===== src/hdl/anpr_regs.vh =====
/*
 * Register map, field positions and reset values of the auto-negotiation
 * expansion and next-page register group.
 * Assumes inclusion by bare name from the design files.
 */
`ifndef ANPR_REGS_VH
`define ANPR_REGS_VH

// ----------------------------------------------------------------------
// Register addresses on the management bus
// ----------------------------------------------------------------------
`define ANPR_ADDR_EXP_STATUS 5'h06
`define ANPR_ADDR_NP_TX 5'h07
`define ANPR_ADDR_LP_NP_RX 5'h08

// ----------------------------------------------------------------------
// Expansion status fields
// ----------------------------------------------------------------------
`define ANPR_EXP_PDF_BIT 4
`define ANPR_EXP_LP_NP_ABLE_BIT 3
`define ANPR_EXP_NP_ABLE_BIT 2
`define ANPR_EXP_PAGE_RX_BIT 1
`define ANPR_EXP_LP_AN_ABLE_BIT 0
`define ANPR_EXP_RESET 16'h0004
`define ANPR_LOCAL_NP_ABLE 1'b1

// ----------------------------------------------------------------------
// Next-page word fields (transmit and partner receive)
// ----------------------------------------------------------------------
`define ANPR_NP_MORE_BIT 15
`define ANPR_NP_RSVD_BIT 14
`define ANPR_NP_MSG_BIT 13
`define ANPR_NP_ACK2_BIT 12
`define ANPR_NP_TOGGLE_BIT 11
`define ANPR_NP_CODE_MSB 10
`define ANPR_NP_TX_RESET 16'h2001
`define ANPR_NP_TX_CODE_RESET 11'h001
`define ANPR_LP_NP_RESET 16'h0000

// ----------------------------------------------------------------------
// Management frame codes
// ----------------------------------------------------------------------
`define ANPR_OP_READ 2'h2
`define ANPR_OP_WRITE 2'h1
`define ANPR_ADDR_BITS 4'ha
`define ANPR_DATA_BITS 5'h10

`endif


===== src/hdl/anpr_regs_top.v =====
/*
 * Auto-negotiation expansion status, next-page transmit and partner
 * next-page registers behind a serial management slave (clock and
 * bidirectional data pin, preamble, start, opcode, addresses,
 * turnaround, 16 data bits).
 * Assumes the negotiation engine runs on mclk and drives the event and
 * page inputs; mdc, mdio and the address strap come from pins.
 */
//
// Function
// - Parallel-detection fault (bit 4) and page received (bit 1) of the expansion register latch at one until read and reset to zero.
// - Expansion bit 3 shows partner next-page ability and bit 0 partner auto-negotiation ability, both live from lp_np_able and lp_an_able with no reset.
// - Expansion bit 2 reads one for local next-page ability and bits 15 to 5 always read zero.
// - Next-page transmit bits 15, 13 and 12 are writable with reset values 0, 1 and 0.
// - Next-page transmit bit 11 is read-only and shows the last sent toggle live from tx_toggle with no reset, and bit 14 reads zero.
// - Next-page transmit bits 10 to 0 are a writable code field resetting to one in bit 0 only.
// - Partner next-page register captures more-pages, message, comply and code fields read-only, bit 14 zero, reset zero.
// - Partner next-page bit 11 shows the received toggle read-only and resets to zero.
`timescale 1ns/1ps
`default_nettype none
`include "anpr_regs.vh"

module anpr_regs_top (
    input wire mclk,
    input wire reset,
    input wire mdc,
    input wire mdio_in,
    output reg mdio_out,
    output reg mdio_oe_n,
    input wire [4:0] phy_addr,
    input wire pd_fault_evt,
    input wire page_rx_evt,
    input wire lp_np_able,
    input wire lp_an_able,
    input wire tx_toggle,
    input wire lp_page_load,
    input wire [15:0] lp_page,
    output reg [15:0] np_tx_word_q,
    output reg np_tx_written_q
);

    // ------------------------------------------------------------------
    // Frame states
    // ------------------------------------------------------------------
    localparam [2:0] ST_IDLE = 3'h0;
    localparam [2:0] ST_START = 3'h1;
    localparam [2:0] ST_OP = 3'h2;
    localparam [2:0] ST_ADDR = 3'h3;
    localparam [2:0] ST_TA = 3'h4;
    localparam [2:0] ST_DATA = 3'h5;

    // Reset image of the transmit page, so each field is cut at its own width
    localparam [15:0] NP_TX_RST = `ANPR_NP_TX_RESET;

    // ------------------------------------------------------------------
    // Pin synchronisers
    // ------------------------------------------------------------------
    reg mdc_s1_q, mdc_s2_q, mdc_s3_q;
    reg mdio_s1_q, mdio_s2_q;
    reg [4:0] padr_s1_q, padr_s2_q;
    wire mdc_rise;
    wire bit_in;

    always @(posedge mclk) begin
        if (reset) begin
            mdc_s1_q <= 1'b0;
            mdc_s2_q <= 1'b0;
            mdc_s3_q <= 1'b0;
            mdio_s1_q <= 1'b1;
            mdio_s2_q <= 1'b1;
            padr_s1_q <= 5'h00;
            padr_s2_q <= 5'h00;
        end else begin
            mdc_s1_q <= mdc;
            mdc_s2_q <= mdc_s1_q;
            mdc_s3_q <= mdc_s2_q;
            mdio_s1_q <= mdio_in;
            mdio_s2_q <= mdio_s1_q;
            padr_s1_q <= phy_addr;
            padr_s2_q <= padr_s1_q;
        end
    end

    // Data and clock share synchroniser depth, so the sample stays aligned
    assign mdc_rise = mdc_s2_q & ~mdc_s3_q;
    assign bit_in = mdio_s2_q;

    // ------------------------------------------------------------------
    // Register storage
    // ------------------------------------------------------------------
    reg np_more_q, np_msg_q, np_ack2_q;
    reg [10:0] np_code_q;
    reg [15:0] lp_np_q;
    wire pdf_stat, page_rx_stat;
    reg exp_rd_clr;
    reg wr_np_tx;
    reg [15:0] wr_data;
    wire [15:0] exp_word;
    wire [15:0] np_tx_word;

    anpr_lh_bit u_pdf (
        .mclk(mclk),
        .reset(reset),
        .set_evt(pd_fault_evt),
        .rd_clr(exp_rd_clr),
        .stat_q(pdf_stat)
    );

    anpr_lh_bit u_page_rx (
        .mclk(mclk),
        .reset(reset),
        .set_evt(page_rx_evt),
        .rd_clr(exp_rd_clr),
        .stat_q(page_rx_stat)
    );

    // Upper bits are constant zero
    assign exp_word = {11'h000, pdf_stat, lp_np_able, `ANPR_LOCAL_NP_ABLE,
                       page_rx_stat, lp_an_able};

    // Toggle follows the engine; reserved bit fixed at zero
    assign np_tx_word = {np_more_q, 1'b0, np_msg_q, np_ack2_q, tx_toggle, np_code_q};

    always @(posedge mclk) begin
        if (reset) begin
            np_more_q <= NP_TX_RST[`ANPR_NP_MORE_BIT];
            np_msg_q <= NP_TX_RST[`ANPR_NP_MSG_BIT];
            np_ack2_q <= NP_TX_RST[`ANPR_NP_ACK2_BIT];
            np_code_q <= NP_TX_RST[`ANPR_NP_CODE_MSB:0];
            np_tx_word_q <= NP_TX_RST;
            np_tx_written_q <= 1'b0;
            lp_np_q <= `ANPR_LP_NP_RESET;
        end else begin
            if (wr_np_tx) begin
                // Bits 14 and 11 are dropped on write
                np_more_q <= wr_data[`ANPR_NP_MORE_BIT];
                np_msg_q <= wr_data[`ANPR_NP_MSG_BIT];
                np_ack2_q <= wr_data[`ANPR_NP_ACK2_BIT];
                np_code_q <= wr_data[`ANPR_NP_CODE_MSB:0];
            end
            np_tx_word_q <= np_tx_word;
            np_tx_written_q <= wr_np_tx;
            if (lp_page_load) begin
                lp_np_q <= {lp_page[15], 1'b0, lp_page[13:0]};
            end
        end
    end

    // ------------------------------------------------------------------
    // Management frame engine
    // ------------------------------------------------------------------
    reg [2:0] state_q;
    reg [4:0] cnt_q;
    reg seen_one_q;
    reg [1:0] op_q;
    reg [9:0] addr_q;
    reg [15:0] shift_q;
    reg rd_go_q;
    reg wr_go_q;
    reg [15:0] rd_word;
    wire [9:0] addr_next;
    wire [15:0] shift_next;

    assign addr_next = {addr_q[8:0], bit_in};
    assign shift_next = {shift_q[14:0], bit_in};

    // Unmapped register addresses read as zero
    always @* begin
        case (addr_q[4:0])
            `ANPR_ADDR_EXP_STATUS: rd_word = exp_word;
            `ANPR_ADDR_NP_TX: rd_word = np_tx_word;
            `ANPR_ADDR_LP_NP_RX: rd_word = lp_np_q;
            default: rd_word = 16'h0000;
        endcase
    end

    always @* begin
        exp_rd_clr = 1'b0;
        wr_np_tx = 1'b0;
        wr_data = shift_next;
        if (mdc_rise && state_q == ST_TA && cnt_q == 5'h00 && rd_go_q) begin
            // Clear only when the snapshot is taken
            exp_rd_clr = (addr_q[4:0] == `ANPR_ADDR_EXP_STATUS);
        end
        if (mdc_rise && state_q == ST_DATA && wr_go_q && cnt_q == `ANPR_DATA_BITS - 5'h01) begin
            wr_np_tx = (addr_q[4:0] == `ANPR_ADDR_NP_TX);
        end
    end

    always @(posedge mclk) begin
        if (reset) begin
            state_q <= ST_IDLE;
            cnt_q <= 5'h00;
            seen_one_q <= 1'b0;
            op_q <= 2'h0;
            addr_q <= 10'h000;
            shift_q <= 16'h0000;
            rd_go_q <= 1'b0;
            wr_go_q <= 1'b0;
            mdio_out <= 1'b1;
            mdio_oe_n <= 1'b1;
        end else if (mdc_rise) begin
            case (state_q)
                ST_IDLE: begin
                    if (bit_in) begin
                        seen_one_q <= 1'b1;
                    end else if (seen_one_q) begin
                        state_q <= ST_START;
                    end
                end
                ST_START: begin
                    seen_one_q <= 1'b0;
                    cnt_q <= 5'h00;
                    state_q <= bit_in ? ST_OP : ST_IDLE;
                end
                ST_OP: begin
                    op_q <= {op_q[0], bit_in};
                    cnt_q <= cnt_q + 5'h01;
                    if (cnt_q == 5'h01) begin
                        cnt_q <= 5'h00;
                        state_q <= ST_ADDR;
                    end
                end
                ST_ADDR: begin
                    addr_q <= addr_next;
                    cnt_q <= cnt_q + 5'h01;
                    if (cnt_q == {1'b0, `ANPR_ADDR_BITS} - 5'h01) begin
                        cnt_q <= 5'h00;
                        rd_go_q <= (op_q == `ANPR_OP_READ) && (addr_next[9:5] == padr_s2_q);
                        wr_go_q <= (op_q == `ANPR_OP_WRITE) && (addr_next[9:5] == padr_s2_q);
                        state_q <= ST_TA;
                    end
                end
                ST_TA: begin
                    cnt_q <= cnt_q + 5'h01;
                    if (cnt_q == 5'h00) begin
                        if (rd_go_q) begin
                            // Second turnaround bit driven low
                            mdio_out <= 1'b0;
                            mdio_oe_n <= 1'b0;
                            shift_q <= rd_word;
                        end
                    end else begin
                        cnt_q <= 5'h00;
                        state_q <= ST_DATA;
                        if (rd_go_q) begin
                            mdio_out <= shift_q[15];
                            shift_q <= {shift_q[14:0], 1'b0};
                        end
                    end
                end
                ST_DATA: begin
                    cnt_q <= cnt_q + 5'h01;
                    if (rd_go_q) begin
                        mdio_out <= shift_q[15];
                        shift_q <= {shift_q[14:0], 1'b0};
                    end else begin
                        shift_q <= shift_next;
                    end
                    if (cnt_q == `ANPR_DATA_BITS - 5'h01) begin
                        // Release the pin after the last data bit
                        mdio_out <= 1'b1;
                        mdio_oe_n <= 1'b1;
                        rd_go_q <= 1'b0;
                        wr_go_q <= 1'b0;
                        cnt_q <= 5'h00;
                        state_q <= ST_IDLE;
                    end
                end
                default: begin
                    state_q <= ST_IDLE;
                end
            endcase
        end
    end

endmodule // anpr_regs_top

`default_nettype wire


===== src/hdl/anpr_lh_bit.v =====
/*
 * One status bit that latches high on an event and clears when read.
 * Assumes event and read-clear are pulses on the same clock.
 */
`timescale 1ns/1ps
`default_nettype none

module anpr_lh_bit (
    input wire mclk,
    input wire reset,
    input wire set_evt,
    input wire rd_clr,
    output reg stat_q
);

    wire stat_d;

    // Set beats clear so an event during the read is not lost
    assign stat_d = set_evt | (stat_q & ~rd_clr);

    always @(posedge mclk) begin
        if (reset) begin
            stat_q <= 1'b0;
        end else begin
            stat_q <= stat_d;
        end
    end

endmodule // anpr_lh_bit

`default_nettype wire


===== config.mk =====
export PLATFORM = sky130hd
export DESIGN_NAME = anpr_regs_top
export DESIGN_NICKNAME = d
export VERILOG_FILES = /design/src/hdl/anpr_regs_top.v /design/src/hdl/anpr_lh_bit.v
export VERILOG_INCLUDE_DIRS = /design/src /design/src/hdl
export SDC_FILE = /design/constraint.sdc
export NUM_CORES = 1
export LEC_CHECK = 0
export BUFFER_PORTS_ARGS = -buffer_cell sky130_fd_sc_hd__buf_2
export CORE_MARGIN = 2
export CORE_UTILIZATION = 52
export DETAILED_ROUTE_END_ITERATION = 12
export PLACE_DENSITY = 0.77
export SLEW_MARGIN = 20
export SYNTH_ARGS = -nofsm -noshare
export SYNTH_HDL_FRONTEND = slang
export SYNTH_SLANG_ARGS = --single-unit

===== constraint.sdc =====
create_clock -name mclk -period 1.9 [get_ports mclk]
set_clock_uncertainty 0.05 [all_clocks]
set_input_delay 0.38 -clock mclk [delete_from_list [all_inputs] [get_ports mclk]]
set_output_delay 0.38 -clock mclk [all_outputs]
set_load 0.01 [all_outputs]

After elaboration in Yosys (flattened, before gate mapping)

Cells that the tools add are included.

$lt $le $gt $ge: 0
Multipliers: 0
Bitwise operators: 7
Muxes and demuxes: 36
Reductions and logical operators: 23
Divide/modulo/power cells: 0
Equal/unequal tests: 24
Shift operators: 0
Add/sub/neg operators: 1

Operators with widths:

| kind                                                                  | count |
|---|---|
| 16-bit two-way mux                                                    | 3 |
| 16-bit one-hot mux with 3 select lines                                | 1 |
| 16-bit one-hot mux with 2 select lines                                | 1 |
| 5-bit one-hot mux with 5 select lines                                 | 1 |
| 5-bit two-way mux                                                     | 4 |
| 3-bit two-way mux                                                     | 6 |
| 3-bit one-hot mux with 6 select lines                                 | 1 |
| 5-bit by 4-bit equality test with 1-bit output, second input constant | 3 |
| 2-bit inequality test, second input constant                          | 7 |
| 1-bit two-way mux                                                     | 13 |
| 5-bit by 3-bit equality test with 1-bit output, second input constant | 2 |
| 1-bit one-hot mux with 2 select lines                                 | 5 |
| 3-bit AND reduction                                                   | 3 |
| 1-bit logical AND                                                     | 8 |
| 7-bit AND reduction                                                   | 1 |
| 3-bit by 2-bit equality test with 1-bit output, second input constant | 2 |
| 3-bit equality test, second input constant                            | 2 |
| 2-bit AND reduction                                                   | 3 |
| 2-bit nonzero test                                                    | 3 |
| 5-bit by 1-bit adder with 5-bit output, second input constant         | 1 |
| 5-bit by 1-bit equality test with 1-bit output, second input constant | 1 |
| 5-bit equality test                                                   | 1 |
| 5-bit logical NOT                                                     | 1 |
| 5-bit AND reduction                                                   | 1 |
| 12 further kinds                                                      | 17 |

Memory bits (read-only): 0
Input port bits: 31
RAM bits: 0
Logic and storage cells: 118
Flip-flop bits (word level): 103
Memories kept: 0
Bits in latches: 0

Depth between registers and ports, before layout

Gate-level depths: netlist (run 1).

Word-level depth: 9
Mapped depth: 8
Mapped depth without buffers: 7

Hierarchy

Synthesis (run 1) repeated with hierarchy kept, for this count alone.

Cell total of the unflattened synthesis: 487
Area, all modules: 4393.0 um2

By module, submodules not included:

| module        | cells each | instances | area an instance (um2) |
|---|---|---|---|
| anpr_regs_top | 479        | 1         | 4315.4 |
| anpr_lh_bit   | 4          | 2         | 38.8 |

Worst setup path before layout (run 1)

No wires, ideal clock.

Kind: register to register
Start: reg cnt_q[0]
End: reg np_code_q[0]
Path buffers: 1
Stages on the path, launching flop included: 9
Arrival time: 1.953 ns
Slack: -0.221 ns
Path through: dfxtp_1 > ha_1 > and3_1 > ha_1 > and4b_1 > nand4_1 > buf_2 > mux2i_1 > nand2_1

Cells in the longest elaborated chain, start to end: 3

RTL lines:

| element                                        | line                | source |
|---|---|---|
| start: declaration                             | anpr_regs_top.v:153 | `reg [4:0] cnt_q;` |
| start signal: assignment                       | anpr_regs_top.v:218 | `cnt_q <= cnt_q + 5'h01;` |
| start signal: assignment                       | anpr_regs_top.v:226 | `cnt_q <= cnt_q + 5'h01;` |
| start signal: assignment                       | anpr_regs_top.v:235 | `cnt_q <= cnt_q + 5'h01;` |
| 5-bit by 4-bit equality test with 1-bit output | anpr_regs_top.v:185 | `` if (mdc_rise && state_q == ST_DATA && wr_go_q && cnt_q == `ANPR_DATA_BITS - 5'h01) begin `` |
| 1-bit logical AND                              | anpr_regs_top.v:185 |  |
| 1-bit two-way mux                              | anpr_regs_top.v:185 |  |
| end signal: assignment                         | anpr_regs_top.v:129 | `` np_code_q <= NP_TX_RST[`ANPR_NP_CODE_MSB:0]; `` |
| end signal: assignment                         | anpr_regs_top.v:139 | `` np_code_q <= wr_data[`ANPR_NP_CODE_MSB:0]; `` |
| end: declaration                               | anpr_regs_top.v:92  | `reg [10:0] np_code_q;` |

Every way passes these cells.
A chain may end at the register's enable or synchronous reset.

Worst setup path after layout (run 1)

Start: reg cnt_q[1]
End: reg shift_q[7]

Cells in the longest elaborated chain, start to end: 3

RTL lines:

| element                                | line                | source |
|---|---|---|
| 5-bit logical NOT                      | anpr_regs_top.v:236 | `if (cnt_q == 5'h00) begin` |
| 16-bit two-way mux                     | anpr_regs_top.v:236 |  |
| 16-bit one-hot mux with 2 select lines | anpr_regs_top.v:203 | `case (state_q)` |
| end signal: assignment                 | anpr_regs_top.v:241 | `shift_q <= rd_word;` |
| end signal: assignment                 | anpr_regs_top.v:248 | `shift_q <= {shift_q[14:0], 1'b0};` |
| end signal: assignment                 | anpr_regs_top.v:256 | `shift_q <= {shift_q[14:0], 1'b0};` |
| end: declaration                       | anpr_regs_top.v:157 | `reg [15:0] shift_q;` |

Every way passes these cells.

==> impl_metrics.tcl, run 1 <==
set metrics [dict create \
    place_hpwl_um 6571 \
    yosysTopAreaCellShare_pct 48.34 \
    cts-root-buf "clkbuf_8" \
    antenna_left 0 \
    crit_type "reg -> reg" \
    async_flop_share_pct 0 \
    die-area_mm2 0.008860 \
    max_freq_mhz 510.4 \
    cap_violations 0 \
    htree_levels 3 \
    gp_congestion 0.8851 \
    critPathLaunch "cnt_q[1]" \
    grt_pass1_vias 3464 \
    synthFlopType "dfxtp_1" \
    ir_drop_uv 507.0 \
    clkLatencyLatePin_ns 0.37 \
    cts.sinks 102 \
    synth.most_common_cell "dfxtp_1" \
    antenna_cells 0 \
    setup_ws_ns -0.05914 \
    synthTopCellsByArea "dfxtp_1, mux2i_1, nor2_1" \
    tritoncts "yes" \
    synth_area_per_cell_um2 9.622 \
    yosysWarnings 0 \
    grt_antenna_before_repair 0 \
    dieWidth_um 94.13 \
    p_leak_nw 2.174 \
    area.growth.synth_to_final_pct 20.59 \
    drt_iter0_drc 200 \
    synth.distinct_cells 56 \
    synth_area_mm2 0.004224 \
    wire_per_inst_um 15.51 \
    critPathSlowestCell "or4b_4" \
    finalSetupTns_ns -0.4335 \
    period_minus_slack_ns 1.959 \
    hold_buffers 0 \
    hold_path_startpoint "mdio_in" \
    r2r_start "cnt_q[1]" \
    rsz0062_at_grt "true" \
    core_mm2 0.007807 \
    post-route-period-util_pct 103.1 \
    drt_pre_antenna_iters 5 \
    power_density_mw_per_mm2 748.9 \
    grt_usage_pct 22.64 \
    setup_viol 19 \
    path_cells "inv_2, ha_4, or4b_4, a2111oi_4, buf_4, o21ai_1, a211oi_2" \
    setup.worst_path.start_class "flop" \
    overflow 0 \
    utilization_pct 65.24 \
    netlist_top_cells_count "dfxtp_1, nor2_1, mux2i_1" \
    grt_pass1_wl_um 15800 \
    ys_seq_elements 102 \
    path_max_fanout 7 \
    fillers 666 \
    viasPerCell 5.682 \
    rows 32 \
    cts_buffer_depth 2 \
    drive_gt1_share_pct 24.36 \
    synth_edf_count 0 \
    yosys.area.top_type "dfxtp_1" \
    hold_viol 0 \
    netlist_instances 439 \
    cp.required_ns 2.14 \
    slowest_delay_ns 0.50 \
    yosysSeqAreaShare_pct 48.34 \
    clk_pin_slew_ns 0.10 \
    cts_made_buffers 9 \
    crit_arrival_ns 2.20 \
    drcViolationCount 0 \
    initial_core_util_pct 54.10 \
    hold_path_class "in -> reg" \
    drt_wl_total_um 9474 \
    syn_nets 475 \
    vias 3472 \
    grt_max_degree 70 \
    fin_nets 540 \
    die_h_um 94.13 \
    slew_violations 0 \
    status "complete, but fails checks" \
    violations "negative setup slack" \
    cp-end-kind "flop" \
    port_buffers 47 \
    io_pins 50 \
]
worst max-delay path: cells and delay by family, from the launching register on:
family | cells | cell delay [ns]
AO/OA/AOI/OAI | 3 | 0.56
adder cells (fa/ha/maj) | 1 | 0.13
buffers and inverters | 2 | 0.29
flip-flops | 1 | 0.34
AND/OR/NAND/NOR | 1 | 0.50
cell families after synthesis:
logic type               synth area share [%]
AND/OR/NAND/NOR                         19.43
adder cells (fa/ha/maj)                 1.481
multiplexers                            10.43
XOR/XNOR                                1.244
other                                 0.08878
AO/OA/AOI/OAI                           14.99
buffers and inverters                   3.999
flip-flops                              48.34
report_power, final:
| group | switching (mW) | internal [mW] |
|---|---|---|
| combinational | 0.142 | 0.100 |
| sequential | 0.0248 | 2.18 |
| clock | 0.748 | 0.621 |
| total | 0.915 | 2.90 |
through the flow:
step / power, mW / worst slack [ns] / hold WS [ns] / std cells / instance area [µm²]
floorplan: 2.398 / -0.03498 / 0.3332 / 439 / 4267
global placement: 2.475 / -0.06589 / 0.3360 / 595 / 4805
detailed placement: 2.484 / -0.08740 / 0.3413 / 595 / 4805
CTS: 3.844 / -0.02837 / 0.1291 / 611 / 5026
global route: 3.959 / -0.1311 / 0.1341 / 611 / 5094
finish: 3.815 / -0.05914 / 0.1429 / 611 / 5094
per-layer routing:
metal / vias to the layer above / GRT usage, % / share of wire, %
li1: 1687 / - / -
met1: 1661 / 27.95 / 44
met2: 106 / 38.27 / 49
met3: 18 / 3.933 / 4.7
met4: 0 / 10.63 / 2.2
met5: - / 0 / 0
sequential cells by signal (all words and copies together), names as in the netlist, 2 cells and up:
signal and count:
shift_q 16, lp_np_q 15, padr_s1_q 5, cnt_q 5
op_q 2, padr_s2_q 5, state_q 3, addr_q 9
np_tx_word_q 15, np_code_q 11
worst paths after layout:
path           endpoint  slack [ns]  cells after the start
max          shift_q[7]       -0.06                      7
max reg2reg  shift_q[7]       -0.06                      7
min           mdio_s1_q        0.14                      2
min reg2reg      bit_in        0.36                      1
placed cells by master, fill, tap and decap left out, drive strengths merged, types with 3 or more instances in the layout:
cell type,count
a211oi,6
a21oi,14
a221oi,4
a22oi,16
a31oi,5
and2,4
and3,5
buf,84
clkbuf,10
dfxtp,102
ha,5
inv,15
mux2i,44
nand2,10
nand2b,5
nand3,3
nand4,4
nor2,54
nor2b,31
nor3,10
nor3b,7
o211ai,5
o21ai,10
o22ai,8
o32ai,4
or2,4
or3,3
xor2,5
what timing repair did:
| item | 4_1_cts | 5_1_grt |
|---|---|---|
| buffers inserted | 0 | 0 |
| resized for setup | 5 | 16 |
| setup endpoints to repair | 30 | 33 |
| pin swaps | 1 | 6 |
area by class of cell:
| type | count | area [µm²] | area share [%] |
|---|---|---|---|
| Multi-Input combinational cell | 294 | 2126 | 41.73 |
| Clock inverter | 6 | 70.07 | 1.376 |
| Clock buffer | 10 | 127.6 | 2.506 |
| Sequential cell | 102 | 2048 | 40.21 |
| Tap cell | 102 | 127.6 | 2.506 |
| Timing Repair Buffer | 84 | 545.5 | 10.71 |
| Inverter | 13 | 48.80 | 0.9580 |
Note: power is estimated with default switching activity, not from simulation.
==> run 2: changes to the inputs <==
--- a/config.mk
+++ b/config.mk
@@ -11,6 +11,7 @@
 export CORE_UTILIZATION = 52
 export DETAILED_ROUTE_END_ITERATION = 12
 export PLACE_DENSITY = 0.77
+export SETUP_SLACK_MARGIN = 0.2
 export SLEW_MARGIN = 20
 export SYNTH_ARGS = -nofsm -noshare
 export SYNTH_HDL_FRONTEND = slang
==> constraint.sdc (replaced) <==
create_clock -name mclk -period 1.9 [get_ports mclk]
set_clock_uncertainty 0.05 [all_clocks]
set_input_delay 0.095 -clock mclk [delete_from_list [all_inputs] [get_ports mclk]]
set_output_delay 0.095 -clock mclk [all_outputs]
set_load 0.01 [all_outputs]
==> run 2 against run 1 <==
Compared with the run above:
- the flow still finishes with violations (negative setup slack)
- utilization grew 5.8 points
- global-route usage grew 2.6 points
- first-iteration DRC count grew 47%
- clock-buffer cell count is the same
- sequential share of layout area shrank 3.2 points
- sequential power is essentially flat
- setup slack lost 0.0044 ns
- sequential cell count is the same
- wire length grew 18%
- die area is the same
- register-to-register slack is essentially flat
- critical endpoint is now np_more_q
==> impl_metrics.tcl, run 2 (synthesis results as in run 1) <==
set metrics [dict create \
    status "complete, but fails checks" \
    violations "negative setup slack" \
    r2r-end "np_more_q" \
    grt_antenna_before_repair 0 \
    drt_wl_total_um 11200 \
    antenna_left 0 \
    initial_core_util_pct 54.10 \
    top_regs "shift_q x16, lp_np_q x15, np_tx_word_q x15" \
    overflow 0 \
    power_density_mw_per_mm2 676.4 \
    internal_power_mw 2.800 \
    drt_iter0_drc 294 \
    rsz0062_at_grt "true" \
    fin_nets 577 \
    crit_arrival_ns 2.17 \
    final-seq-area_mm2 0.002052 \
    placed_area_mm2 0.004782 \
    cp-end-kind "flop" \
    setup_viol 17 \
    p_total_mw 3.754 \
    largest_reg_flops 16 \
    finalSetupTns_ns -0.6808 \
    viasPerCell 5.847 \
    swShare_pct 25.40 \
    r2r_start "cnt_q[0]" \
    slew_violations 0 \
    path_buf_inv 2 \
    htree_levels 3 \
    cp_top_family "simple AND/OR/NAND/NOR gates" \
    grt_max_degree 32 \
    grt_usage_pct 25.26 \
    clkLatencyLatePin_ns 0.37 \
    critPathSlowestCell "dfxtp_4" \
    multiInputGateArea_mm2 0.002272 \
    path_max_fanout 8 \
    final_area_mm2 0.005549 \
    max_slew.worst_pin.slew_ns 0.6066 \
    wire_per_inst_um 17.28 \
    port_buffers 47 \
    hold_path_startpoint "reset" \
    core_mm2 0.007807 \
    rrSetupSlack_ns -0.06 \
    cts_buffer_depth 2 \
    ir_drop_uv 557.1 \
    grt_pass1_wl_um 17490 \
    p_sw_mw 0.9533 \
    p_seq_share_pct 58.9 \
    drt_pre_antenna_iters 5 \
    pwr-share-clk_pct 33.2 \
    vias 3789 \
    drcViolationCount 0 \
    antenna_cells 0 \
    path_cells "buf_6, ha_4, and3_4, ha_4, and4b_1, nand4_1, buf_6, mux2i_1, nor2_1" \
    dieWidth_um 94.13 \
    grt_pass1_vias 3617 \
    cts_made_buffers 9 \
    rows 32 \
    hold_path_class "in -> reg" \
    dpl.cell_count 593 \
    crit_type "reg -> reg" \
    top_register "shift_q" \
    hold_depth 2 \
    fillers 566 \
    max_freq_mhz 509.3 \
    setup.worst_path.start_class "flop" \
    fin_cells 648 \
    cp.required_ns 2.11 \
    power_frac_comb_pct 7.9 \
    gp_congestion 0.9166 \
    layout_common_cells "dfxtp_1, nor2_1, buf_2" \
    setup_ws_ns -0.06351 \
    io_pins 50 \
    slowest_delay_ns 0.36 \
    die-area_mm2 0.008860 \
    period_minus_slack_ns 1.964 \
    place_hpwl_um 6772 \
    utilization_pct 71.07 \
    reg2regPathDepth 9 \
    area.growth.synth_to_final_pct 31.37 \
    drive_gt1_share_pct 28.02 \
    cts.sinks 102 \
    die_h_um 94.13 \
    cts-root-buf "clkbuf_8" \
    hold_viol 0 \
    layout_commonest_cell "dfxtp_1" \
    p_leak_nw 2.355 \
    tritoncts "yes" \
    slew_headroom_pct 59.25 \
    post-route-period-util_pct 103.3 \
    holdPathEnd "lp_np_q[11]" \
    clk_pin_slew_ns 0.10 \
    cap_violations 0 \
]
run 2: cell types whose count changed in the layout (fill, tap and decap cells not counted), sizes merged:
cell         delta
dlygate4sd3    +25
clkinv          +1
a21oi           +1
o211a           +1
bufinv          -1
buf            +10
run 2: how the worst max path moves through the flow:
stage / startpoint / slack (ns) / depth (start not counted) / endpoint
2_1_floorplan: cnt_q[1] / -0.03 / 8 / np_ack2_q
3_3_place_gp: cnt_q[0] / -0.05 / 7 / shift_q[7]
3_5_place_dp: cnt_q[0] / -0.10 / 7 / shift_q[15]
4_1_cts: cnt_q[0] / -0.001 / 7 / shift_q[15]
5_1_grt: cnt_q[0] / -0.18 / 9 / np_msg_q
6_report: cnt_q[0] / -0.06 / 9 / np_more_q
run 2: area by class of cell:
class                   instances  share of cell area [%]
multi-input cells             296                   40.95
flip-flops and latches        102                   36.98
repair buffers                119                   15.78
clock buffers                  10                   2.300
well taps                     102                   2.300
inverters                      13                  0.8794
clock inverters                 6                  0.8117
run 2: per-layer routing:
layer  vias up  GRT usage [%]  share of wire [%]
met3        34          4.494                6.1
met2       187          42.44                 48
met1      1807          32.88                 43
met4         0          8.213                2.4
met5         -              0                  0
li1       1761              -                  -
run 2: power groups by stage:
stage | clock network (mW) | logic [mW] | registers [mW]
after global placement | 0 | 0.215 | 2.26
after global routing | 1.35 | 0.320 | 2.22
after floorplan | 0 | 0.152 | 2.25
after CTS | 1.27 | 0.271 | 2.21
after detailed placement | 0 | 0.219 | 2.26
final | 1.24 | 0.296 | 2.21
run 2: what timing repair did:
item | 4_1_cts | 5_1_grt
pin swaps | 13 | 22
setup endpoints to repair | 42 | 53
gates resized for setup | 33 | 22
cloned | 3 | 0
hold buffers | 25 | 0
hold endpoints to repair | 26 | 0
buffers inserted | 6 | 5
run 2: metrics by stage:
| stage | setup slack, ns | hold WS [ns] |
|---|---|---|
| global route | -0.1798 | 0.1175 |
| finish | -0.06351 | 0.1085 |
| floorplan | -0.03476 | 0.1421 |
| CTS | -0.001427 | 0.08064 |
| detailed placement | -0.1003 | 0.2251 |
| global placement | -0.05366 | 0.2210 |
